File: config.mk
export PLATFORM = sky130hd
export DESIGN_NAME = tmu_top
export DESIGN_NICKNAME = d
export VERILOG_FILES = /design/src/tmu_pkg.sv /design/src/tmu_channel.sv /design/src/tmu_top.sv
export SDC_FILE = /design/constraint.sdc
export NUM_CORES = 1
export LEC_CHECK = 0
export BUFFER_PORTS_ARGS = -buffer_cell sky130_fd_sc_hd__buf_2
export CAP_MARGIN = 20
export CORE_MARGIN = 3
export CORE_UTILIZATION = 33
export DETAILED_ROUTE_END_ITERATION = 8
export PLACE_DENSITY = 0.58
export SYNTH_ARGS = -nofsm -noshare
export SYNTH_HDL_FRONTEND = slang
export SYNTH_SLANG_ARGS = --single-unit
File: constraint.sdc
create_clock -name sys_clk -period 5.45 [get_ports sys_clk]
set_input_delay 0.2725 -clock sys_clk [delete_from_list [all_inputs] [get_ports sys_clk]]
set_output_delay 0.2725 -clock sys_clk [all_outputs]
set_load 0.05 [all_outputs]
File: src/tmu_pkg.sv
package tmu_pkg;

  // Register indices; the byte address of each register is four times its index.
  localparam logic [7:0] T0_COUNT_IDX = 8'h50;
  localparam logic [7:0] T0_CMPA_IDX = 8'h52;
  localparam logic [7:0] T0_CMPB_IDX = 8'h54;
  localparam logic [7:0] T0_CTRL_IDX = 8'h56;
  localparam logic [7:0] T1_COUNT_IDX = 8'h58;
  localparam logic [7:0] T1_CMPA_IDX = 8'h5a;
  localparam logic [7:0] T1_CMPB_IDX = 8'h5c;
  localparam logic [7:0] T1_CTRL_IDX = 8'h5e;
  localparam logic [7:0] T2_COUNT_IDX = 8'h60;
  localparam logic [7:0] T2_CMPA_IDX = 8'h62;
  localparam logic [7:0] T2_CTRL_IDX = 8'h66;
  localparam logic [7:0] DMA_REQ_EN_IDX = 8'h68;

  // Bit positions inside a control word.
  localparam int EN_BIT = 15;
  localparam int MASK_BIT = 14;
  localparam int INT_BIT = 13;
  localparam int WHICH_BIT = 12;
  localparam int MC_BIT = 5;
  localparam int RTG_BIT = 4;
  localparam int PRE_BIT = 3;
  localparam int EXT_BIT = 2;
  localparam int ALT_BIT = 1;
  localparam int FREE_RUNNING_BIT = 0;

  // Reset values.
  localparam logic [15:0] CTRL_RESET = 16'h0000;
  localparam logic [15:0] COUNT_RESET = 16'h0000;
  localparam logic [15:0] CMP_RESET = 16'h0000;
  localparam logic [1:0] DMA_EN_RESET = 2'h0;

  // Clocks (internal or external) per count step.
  localparam int CLOCKS_PER_STEP = 4;
  localparam logic [1:0] STEP_LAST = 2'(CLOCKS_PER_STEP - 1);

  // Stored control fields of one timer.
  typedef struct packed {
    logic en;
    logic int_en;
    logic mc;
    logic retrigger_select;
    logic prescale;
    logic outside_clock_select;
    logic dual_compare_mode;
    logic free_running;
  } tmu_ctrl_type;

  // State reported by one timer channel.
  typedef struct packed {
    logic [15:0] count;
    logic which;
    logic hit;
    logic halt;
    logic out_pin;
  } tmu_status_type;

endpackage : tmu_pkg

File: src/tmu_channel.sv
`timescale 1ns/1ps
// One 16-bit timer channel: clock selection, gating, compare and reload.
module tmu_channel #(
  parameter int WIDTH = 16,
  parameter bit HAS_PINS = 1'b1
) (
  input wire logic sys_clk,
  input wire logic rst,
  input wire tmu_pkg::tmu_ctrl_type ctrl,
  input wire logic [WIDTH-1:0] compare_a,
  input wire logic [WIDTH-1:0] compare_b,
  input wire logic internal_tick,
  input wire logic prescale_tick,
  input wire logic pin_level,
  input wire logic pin_rise,
  input wire logic load,
  input wire logic [WIDTH-1:0] load_value,
  output logic [WIDTH-1:0] count,
  output logic which,
  output logic hit,
  output logic halt,
  output logic out_pin
);

  logic [1:0] ext_div;
  logic pulse_low;
  logic [WIDTH-1:0] next_count;
  logic [1:0] next_ext_div;
  logic next_which;
  logic next_hit;
  logic next_halt;
  logic next_pulse_low;
  logic next_out_pin;
  logic use_ext;
  logic dual;
  logic tick;
  logic gate_ok;
  logic retrig;
  logic step;
  logic [WIDTH-1:0] limit;

  // Clock source, gating and the active compare value.
  assign use_ext = HAS_PINS && ctrl.outside_clock_select;
  assign dual = HAS_PINS && ctrl.dual_compare_mode;
  assign tick = use_ext ? (pin_rise && ext_div == tmu_pkg::STEP_LAST)
    : ((HAS_PINS && ctrl.prescale) ? prescale_tick : internal_tick);
  assign gate_ok = !HAS_PINS || use_ext || ctrl.retrigger_select || pin_level;
  assign retrig = HAS_PINS && !ctrl.outside_clock_select && ctrl.retrigger_select && pin_rise;
  assign step = ctrl.en && gate_ok && tick;
  assign limit = (dual && which) ? compare_b : compare_a;

  // Next count, compare-register select, events and output level.
  always_comb
  begin
    next_count = count;
    next_ext_div = ext_div;
    next_which = which;
    next_hit = 1'b0;
    next_halt = 1'b0;
    next_pulse_low = pulse_low;
    if (use_ext && pin_rise)
    begin
      next_ext_div = ext_div + 2'h1;
    end
    if (tick)
    begin
      next_pulse_low = 1'b0;
    end
    if (load)
    begin
      next_count = load_value;
    end
    else if (retrig)
    begin
      next_count = '0;
    end
    else if (step)
    begin
      if (count == limit)
      begin
        next_count = '0;
        next_hit = 1'b1;
        next_halt = !ctrl.free_running;
        next_pulse_low = !dual;
        next_which = dual ? !which : 1'b0;
      end
      else
      begin
        next_count = count + 1'b1;
      end
    end
    if (!dual)
    begin
      next_which = 1'b0;
    end
    next_out_pin = dual ? !next_which : !next_pulse_low;
  end

  // Registers of the channel.
  always_ff @(posedge sys_clk)
  begin
    if (rst)
    begin
      count <= tmu_pkg::COUNT_RESET;
      ext_div <= 2'h0;
      which <= 1'b0;
      hit <= 1'b0;
      halt <= 1'b0;
      pulse_low <= 1'b0;
      out_pin <= 1'b1;
    end
    else
    begin
      count <= next_count;
      ext_div <= next_ext_div;
      which <= next_which;
      hit <= next_hit;
      halt <= next_halt;
      pulse_low <= next_pulse_low;
      out_pin <= next_out_pin;
    end
  end

endmodule : tmu_channel

File: src/tmu_top.sv
// Implementation choice: the Avalon-MM register port.
`timescale 1ns/1ps
module tmu_top (
  input wire logic sys_clk,
  input wire logic rst,
  input wire logic [7:0] avs_address,
  input wire logic avs_read,
  input wire logic avs_write,
  input wire logic [31:0] avs_writedata,
  output logic [31:0] avs_readdata,
  output logic avs_waitrequest,
  input wire logic timer0_input_pin,
  input wire logic timer1_input_pin,
  output logic timer0_output_pin,
  output logic timer1_output_pin,
  output logic [2:0] timer_irq,
  output logic [1:0] dma_timer_request
);

  localparam logic [7:0] CTRL_IDX [3] = '{tmu_pkg::T0_CTRL_IDX, tmu_pkg::T1_CTRL_IDX,
    tmu_pkg::T2_CTRL_IDX};
  localparam logic [7:0] COUNT_IDX [3] = '{tmu_pkg::T0_COUNT_IDX, tmu_pkg::T1_COUNT_IDX,
    tmu_pkg::T2_COUNT_IDX};
  localparam logic [7:0] CMPA_IDX [3] = '{tmu_pkg::T0_CMPA_IDX, tmu_pkg::T1_CMPA_IDX,
    tmu_pkg::T2_CMPA_IDX};
  localparam logic [7:0] CMPB_IDX [2] = '{tmu_pkg::T0_CMPB_IDX, tmu_pkg::T1_CMPB_IDX};

  // Forms the readable control word; the mask bit is never stored.
  function automatic logic [15:0] ctrl_word(input tmu_pkg::tmu_ctrl_type c,
    input logic which, input logic has_pins);
    logic [15:0] w;
    w = 16'h0000;
    w[tmu_pkg::EN_BIT] = c.en;
    w[tmu_pkg::MASK_BIT] = 1'b0;
    w[tmu_pkg::INT_BIT] = c.int_en;
    w[tmu_pkg::WHICH_BIT] = has_pins & which;
    w[tmu_pkg::MC_BIT] = c.mc;
    w[tmu_pkg::FREE_RUNNING_BIT] = c.free_running;
    if (has_pins)
    begin
      w[tmu_pkg::RTG_BIT] = c.retrigger_select;
      w[tmu_pkg::PRE_BIT] = c.prescale;
      w[tmu_pkg::EXT_BIT] = c.outside_clock_select;
      w[tmu_pkg::ALT_BIT] = c.dual_compare_mode;
    end
    return w;
  endfunction : ctrl_word

  // Tells whether a bus cycle addresses a given register index.
  function automatic logic hits_index(input logic [7:0] addr, input logic [7:0] idx);
    return addr == idx;
  endfunction : hits_index

  tmu_pkg::tmu_ctrl_type ctrl [3];
  tmu_pkg::tmu_ctrl_type next_ctrl [3];
  logic [15:0] cmp_a [3];
  logic [15:0] next_cmp_a [3];
  logic [15:0] cmp_b [2];
  logic [15:0] next_cmp_b [2];
  logic [1:0] dma_en;
  logic [1:0] next_dma_en;
  tmu_pkg::tmu_status_type status [3];
  logic [2:0] load;

  logic ack;
  logic next_ack;
  logic [31:0] next_readdata;
  logic wr_take;
  logic [2:0] next_irq;
  logic [1:0] next_dma_req;

  logic [1:0] prescaler;
  logic [1:0] next_prescaler;
  logic internal_tick;

  logic [2:0] pin_sync [2];
  logic [2:0] next_pin_sync [2];
  logic [1:0] pin_level;
  logic [1:0] next_pin_level;
  logic [1:0] pin_rise;
  logic [1:0] next_pin_rise;
  logic [1:0] raw_pin;

  assign raw_pin = {timer1_input_pin, timer0_input_pin};

  // Bus handshake: the first request cycle waits, the second completes.
  assign avs_waitrequest = (avs_read || avs_write) && !ack;
  assign wr_take = avs_write && ack;
  assign next_ack = (avs_read || avs_write) && !ack;

  // Shared divide-by-four stepping of the internal processor clock.
  assign next_prescaler = prescaler + 2'h1;
  assign internal_tick = prescaler == tmu_pkg::STEP_LAST;

  always_ff @(posedge sys_clk)
  begin
    if (rst)
    begin
      prescaler <= 2'h0;
    end
    else
    begin
      prescaler <= next_prescaler;
    end
  end

  // Input pins pass three flops; a level counts once the last two agree.
  always_comb
  begin
    for (int p = 0; p < 2; p++)
    begin
      next_pin_sync[p] = {pin_sync[p][1:0], raw_pin[p]};
      next_pin_level[p] = pin_level[p];
      next_pin_rise[p] = 1'b0;
      if (pin_sync[p][1] == pin_sync[p][2])
      begin
        next_pin_level[p] = pin_sync[p][2];
        next_pin_rise[p] = pin_sync[p][2] && !pin_level[p];
      end
    end
  end

  always_ff @(posedge sys_clk)
  begin
    if (rst)
    begin
      pin_sync[0] <= 3'h0;
      pin_sync[1] <= 3'h0;
      pin_level <= 2'h0;
      pin_rise <= 2'h0;
    end
    else
    begin
      pin_sync[0] <= next_pin_sync[0];
      pin_sync[1] <= next_pin_sync[1];
      pin_level <= next_pin_level;
      pin_rise <= next_pin_rise;
    end
  end

  // Timer channels; timers 0 and 1 own pins, timer 2 has none.
  generate
    for (genvar t = 0; t < 3; t++)
    begin : g_timer
      assign load[t] = wr_take && hits_index(avs_address, COUNT_IDX[t]);
      tmu_channel #(
        .WIDTH(16),
        .HAS_PINS(t < 2)
      ) u_channel (
        .sys_clk(sys_clk),
        .rst(rst),
        .ctrl(ctrl[t]),
        .compare_a(cmp_a[t]),
        .compare_b((t < 2) ? cmp_b[t % 2] : tmu_pkg::CMP_RESET),
        .internal_tick(internal_tick),
        .prescale_tick(status[2].hit),
        .pin_level((t < 2) ? pin_level[t % 2] : 1'b1),
        .pin_rise((t < 2) ? pin_rise[t % 2] : 1'b0),
        .load(load[t]),
        .load_value(avs_writedata[15:0]),
        .count(status[t].count),
        .which(status[t].which),
        .hit(status[t].hit),
        .halt(status[t].halt),
        .out_pin(status[t].out_pin)
      );
    end
  endgenerate

  // Register file updates: software writes, hardware flags and halts.
  always_comb
  begin
    for (int t = 0; t < 3; t++)
    begin
      next_ctrl[t] = ctrl[t];
      next_cmp_a[t] = cmp_a[t];
      if (status[t].halt)
      begin
        next_ctrl[t].en = 1'b0;
      end
      if (wr_take && hits_index(avs_address, CTRL_IDX[t]))
      begin
        if (avs_writedata[tmu_pkg::MASK_BIT])
        begin
          next_ctrl[t].en = avs_writedata[tmu_pkg::EN_BIT];
        end
        next_ctrl[t].int_en = avs_writedata[tmu_pkg::INT_BIT];
        next_ctrl[t].mc = avs_writedata[tmu_pkg::MC_BIT];
        next_ctrl[t].free_running = avs_writedata[tmu_pkg::FREE_RUNNING_BIT];
        next_ctrl[t].retrigger_select = (t < 2) && avs_writedata[tmu_pkg::RTG_BIT];
        next_ctrl[t].prescale = (t < 2) && avs_writedata[tmu_pkg::PRE_BIT];
        next_ctrl[t].outside_clock_select = (t < 2) && avs_writedata[tmu_pkg::EXT_BIT];
        next_ctrl[t].dual_compare_mode = (t < 2) && avs_writedata[tmu_pkg::ALT_BIT];
      end
      if (status[t].hit)
      begin
        next_ctrl[t].mc = 1'b1;
      end
      if (wr_take && hits_index(avs_address, CMPA_IDX[t]))
      begin
        next_cmp_a[t] = avs_writedata[15:0];
      end
    end
    for (int t = 0; t < 2; t++)
    begin
      next_cmp_b[t] = cmp_b[t];
      if (wr_take && hits_index(avs_address, CMPB_IDX[t]))
      begin
        next_cmp_b[t] = avs_writedata[15:0];
      end
    end
    next_dma_en = dma_en;
    if (wr_take && hits_index(avs_address, tmu_pkg::DMA_REQ_EN_IDX))
    begin
      next_dma_en = avs_writedata[1:0];
    end
  end

  always_ff @(posedge sys_clk)
  begin
    if (rst)
    begin
      for (int t = 0; t < 3; t++)
      begin
        ctrl[t] <= tmu_pkg::tmu_ctrl_type'(8'h00);
        cmp_a[t] <= tmu_pkg::CMP_RESET;
      end
      cmp_b[0] <= tmu_pkg::CMP_RESET;
      cmp_b[1] <= tmu_pkg::CMP_RESET;
      dma_en <= tmu_pkg::DMA_EN_RESET;
    end
    else
    begin
      for (int t = 0; t < 3; t++)
      begin
        ctrl[t] <= next_ctrl[t];
        cmp_a[t] <= next_cmp_a[t];
      end
      cmp_b[0] <= next_cmp_b[0];
      cmp_b[1] <= next_cmp_b[1];
      dma_en <= next_dma_en;
    end
  end

  // Read data is captured in the waiting cycle and stands in the answer cycle.
  always_comb
  begin
    next_readdata = avs_readdata;
    if (avs_read && !ack)
    begin
      next_readdata = 32'h0000_0000;
      for (int t = 0; t < 3; t++)
      begin
        if (hits_index(avs_address, CTRL_IDX[t]))
        begin
          next_readdata[15:0] = ctrl_word(ctrl[t], status[t].which, t < 2);
        end
        if (hits_index(avs_address, COUNT_IDX[t]))
        begin
          next_readdata[15:0] = status[t].count;
        end
        if (hits_index(avs_address, CMPA_IDX[t]))
        begin
          next_readdata[15:0] = cmp_a[t];
        end
      end
      for (int t = 0; t < 2; t++)
      begin
        if (hits_index(avs_address, CMPB_IDX[t]))
        begin
          next_readdata[15:0] = cmp_b[t];
        end
      end
      if (hits_index(avs_address, tmu_pkg::DMA_REQ_EN_IDX))
      begin
        next_readdata[1:0] = dma_en;
      end
    end
  end

  // Interrupt and DMA request pulses follow each maximum by one cycle.
  always_comb
  begin
    for (int t = 0; t < 3; t++)
    begin
      next_irq[t] = status[t].hit && ctrl[t].int_en;
    end
    next_dma_req = {2{status[2].hit}} & dma_en;
  end

  always_ff @(posedge sys_clk)
  begin
    if (rst)
    begin
      ack <= 1'b0;
      avs_readdata <= 32'h0000_0000;
      timer_irq <= 3'h0;
      dma_timer_request <= 2'h0;
      timer0_output_pin <= 1'b1;
      timer1_output_pin <= 1'b1;
    end
    else
    begin
      ack <= next_ack;
      avs_readdata <= next_readdata;
      timer_irq <= next_irq;
      dma_timer_request <= next_dma_req;
      timer0_output_pin <= status[0].out_pin;
      timer1_output_pin <= status[1].out_pin;
    end
  end

endmodule : tmu_top

==> run_results.csv <==
group,metric,value,unit
die,ios,86,
clock_tree,clock_sinks,202,
detailed_routing,drcViolationCount,0,
placement,placed_area,0.01168,sq mm
sta,worst_pin_slew,1.054,ns
logic_synthesis,ys_top_cells_by_area,"dfxtp_1, mux2i_1, a21oi_1, nor2_1, nand2_1",
run_status,outcome,"finished, final reports clean",
cells_and_area,finalNetCount,1464,
placement,dpl.hpwl,27800,um
worst_setup_path,critPathSlowestCell,"o31ai_1",
detailed_routing,vias,10950,
logic_synthesis,yosysTopAreaCell,"dfxtp_1",
worst_setup_path,critPathMaxFanout,21,
worst_setup_path,cp_common_cell,"nand2_1",
die,die_area,0.03630,sq mm
global_routing,antenna_found_initial,3,
worst_setup_path,cp.depth,8,
placement,place.gp.congestion,0.9483,
worst_hold_path,worstHoldStart,"avs_read",
worst_setup_path,r2r_end,"g_timer[0].u_channel.count[8]",
global_routing,grt_pass1_vias,10150,
sta,finClkSkew,0.008782,ns
pwr,power_frac_clock,0.485,
worst_setup_path,worstSetupStartpointType,"flip-flop",
die,rows,66,
clock_tree,clk_latency,0.53,ns
sta,clock.fmax,0.3012,GHz
logic_synthesis,synth_flop_cell,"dfxtp_1",
detailed_routing,ant_nets,0,
clock_tree,cts_max_level,1,
sta,post-route-period-util,0.6092,
die,start_util,0.3402,
sta,layout_min_cycle_time,3.320,ns
pwr,vdd_drop_max,0.0002117,V
worst_setup_path,required,5.89,ns
detailed_routing,wl,40930,um
logic_synthesis,synth_most_common_cell,"dfxtp_1",
worst_setup_path,end_kind,"flip-flop",
clock_tree,post_cts_buffers,0,
pwr,p_seq_frac,0.441,
die,die_w,190.5,um
run,maxCapViolations,0,
cells_and_area,drive_gt1_frac,0.09867,
clock_tree,clk_pin_slew,0.06,ns
sta,tns,0,ns
cells_and_area,design_area,0.01254,sq mm
global_routing,grt_max_degree,99,
pwr,p_sw,875.1,uW
worst_setup_path,crit_family,"compound AO/OA/AOI/OAI gates",
clock_tree,clockBufferDepth,3,
worst_setup_path,cp-startpoint,"prescaler[0]",
worst_setup_path,crit_type,"reg2reg",
logic_synthesis,seq_area_frac_synth,0.3599,
detailed_routing,drt_first_pass_iters,5,
sta,rsz0062_at_grt,"false",
worst_setup_path,rr_worst_depth,8,
logic_synthesis,synth_area_per_cell,7.858,sq um
pwr,switching_share,0.2577,
logic_synthesis,synth_async_sr_flop_share,0,
worst_setup_path,path_buf_inv,0,
logic_synthesis,ys_ff_latch,202,
sta,setup-violations-final,0,
clock_tree,numCtsBuffers,25,
worst_hold_path,hp-class,"in2reg",
pwr,p_per_area,270.9,mW/mm^2
logic_synthesis,synth_cell_types,83,
die,die_y,190.5,um
cells_and_area,area_growth,11.56,%
logic_synthesis,synth_top_cell_area_share,0.3599,
worst_setup_path,r2r_setup_slack,2.13,ns
sta,slew_headroom,0.2955,
worst_setup_path,worstSetupEndpoint,"g_timer[0].u_channel.count[8]",
worst_setup_path,critical_path.cell_chain,"ha_1, mux2i_1, o31ai_1, nand2_1, nand2_1, a21oi_1, a41o_1, a311oi_1",
die,coreArea,0.03303,sq mm
placement,portBuffers,53,
clock_tree,cts_tree,"yes",
logic_synthesis,yosys-top-cells-count,"dfxtp_1, nor2_1, nand2_1",
sta,hold_viol,0,
global_routing,grt_pass1_wl,61710,um
worst_setup_path,arrival,3.76,ns
global_routing,grtUsageTotal,0.2175,
detailed_routing,viasPerCell,5.854,
logic_synthesis,syn_inst,1430,
cells_and_area,diodes,0,
logic_synthesis,synth_edf_count,0,
logic_synthesis,yosys_warnings,0,
pwr,combPwrFrac,0.074,
pwr,p_leak,0.004290,uW
global_routing,grt_overflow_total,0,
clock_tree,cts-root-buf,"clkbuf_16",
sta,drv_slew,0,
worst_setup_path,reg2reg_from,"prescaler[0]",
detailed_routing,drt_iter0_markers,1169,
pwr,p_int,2521,uW
worst_setup_path,critPathMaxStageDelay,0.69,ns
logic_synthesis,syn-cell-area,0.01124,sq mm
detailed_routing,wire_per_inst,21.88,um
[final cells by class]
| cell class | instances | area (sq um) |
|---|---|---|
| Tap cell | 442 | 553.0 |
| Fill cell | 3422 | 20500 |
| Inverter | 32 | 120.1 |
| Sequential cell | 202 | 4044 |
| Clock buffer | 37 | 740.7 |
| Multi-Input combinational cell | 1072 | 6526 |
| Timing Repair Buffer | 79 | 485.5 |
| Clock inverter | 7 | 66.31 |
[state kept, by name, indices dropped and copies added (netlist names), 2 cells and up]
| name | count |
|---|---|
| g_timer.u_channel.out_pin | 2 |
| pin_sync | 6 |
| g_timer.u_channel.hit | 3 |
| pin_level | 2 |
| g_timer.u_channel.halt | 3 |
| g_timer.u_channel.ext_div | 4 |
| avs_readdata | 16 |
| dma_timer_request | 2 |
| cmp_a | 48 |
| cmp_b | 32 |
| pin_rise | 2 |
| prescaler | 2 |
| g_timer.u_channel.which | 2 |
| g_timer.u_channel.count | 48 |
| g_timer.u_channel.pulse_low | 2 |
| timer_irq | 3 |
| dma_en | 2 |
| ctrl | 20 |
[power by group through the flow]
stage	combinational (uW)	sequential [uW]	clock, uW
2_1_floorplan	139	1560	0
6_report	251	1500	1650
3_3_place_gp	243	1530	0
5_1_grt	263	1500	1730
4_1_cts	246	1500	1670
3_5_place_dp	244	1530	0
[repair_timing]
| item | in CTS | in global routing |
|---|---|---|
| endpoints found under the hold margin | 2 | 0 |
| hold buffers | 2 | 0 |
| gates resized for setup | 0 | 0 |
[worst register-to-register path: cells and delay by family (launching register included)]
family,cells,cell delay (ns)
multiplexers,1,0.18
flip-flops,1,0.34
AND/OR/NAND/NOR,2,1.15
AO/OA/AOI/OAI,4,1.26
adder cells (fa/ha/maj),1,0.30
[cells by family (layout without fill, tap and decap cells)]
kind of cell    Yosys count  count (layout)  share of synthesized area
compound gates          409             409                     0.2392
xor+xnor                 49              49                    0.03819
fa+ha+maj                 7               7                   0.007571
buf+inv                 171             155                    0.06569
flops                   202             202                     0.3599
mux                      73              73                    0.06514
other cells               1              16                  0.0003337
simple gates            518             518                     0.2240
[metrics by stage]
stage                     hold WS (ns)  utilization  setup WS, ns  instances  total power (uW)
final                          0.04768       0.3795         2.130       1871              3396
after global routing           0.06621       0.3795         1.944       1871              3493
after CTS                      0.04314       0.3786         2.135       1867              3415
after detailed placement        0.3936       0.3535         2.038       1821              1774
after global placement          0.3954       0.3535         2.011       1821              1773
after floorplan                 0.3895            -         3.112       1445              1694
[layer usage]
layer	share of wire	wire (um)	GRT usage	vias up
met2	0.43	17410	0.3310	506
met5	0.00068	28	0	-
met4	0.043	1743	0.07903	6
met3	0.091	3716	0.04926	123
li1	-	-	-	5111
met1	0.44	18030	0.3018	5207
[worst min path at each step]
stage | endpoint | slack, ns | depth (start not counted)
after detailed placement | timer0_output_pin | 0.39 | 1
after CTS | ack | 0.04 | 3
after global routing | ack | 0.07 | 3
final | ack | 0.05 | 3
after global placement | timer0_output_pin | 0.40 | 1
after floorplan | timer0_output_pin | 0.39 | 1
[placed cells by master (no fill, tap or decap), types with 32 or more instances in the layout]
master,Yosys,layout
nand3_1,53,53
mux2i_1,72,72
inv_1,32,32
buf_2,13,53
nand2_1,146,146
xnor2_1,33,33
a21oi_1,114,114
o21ai_0,88,88
dfxtp_1,202,202
nor2_1,149,149
Note: power is estimated with default switching activity, not from simulation.
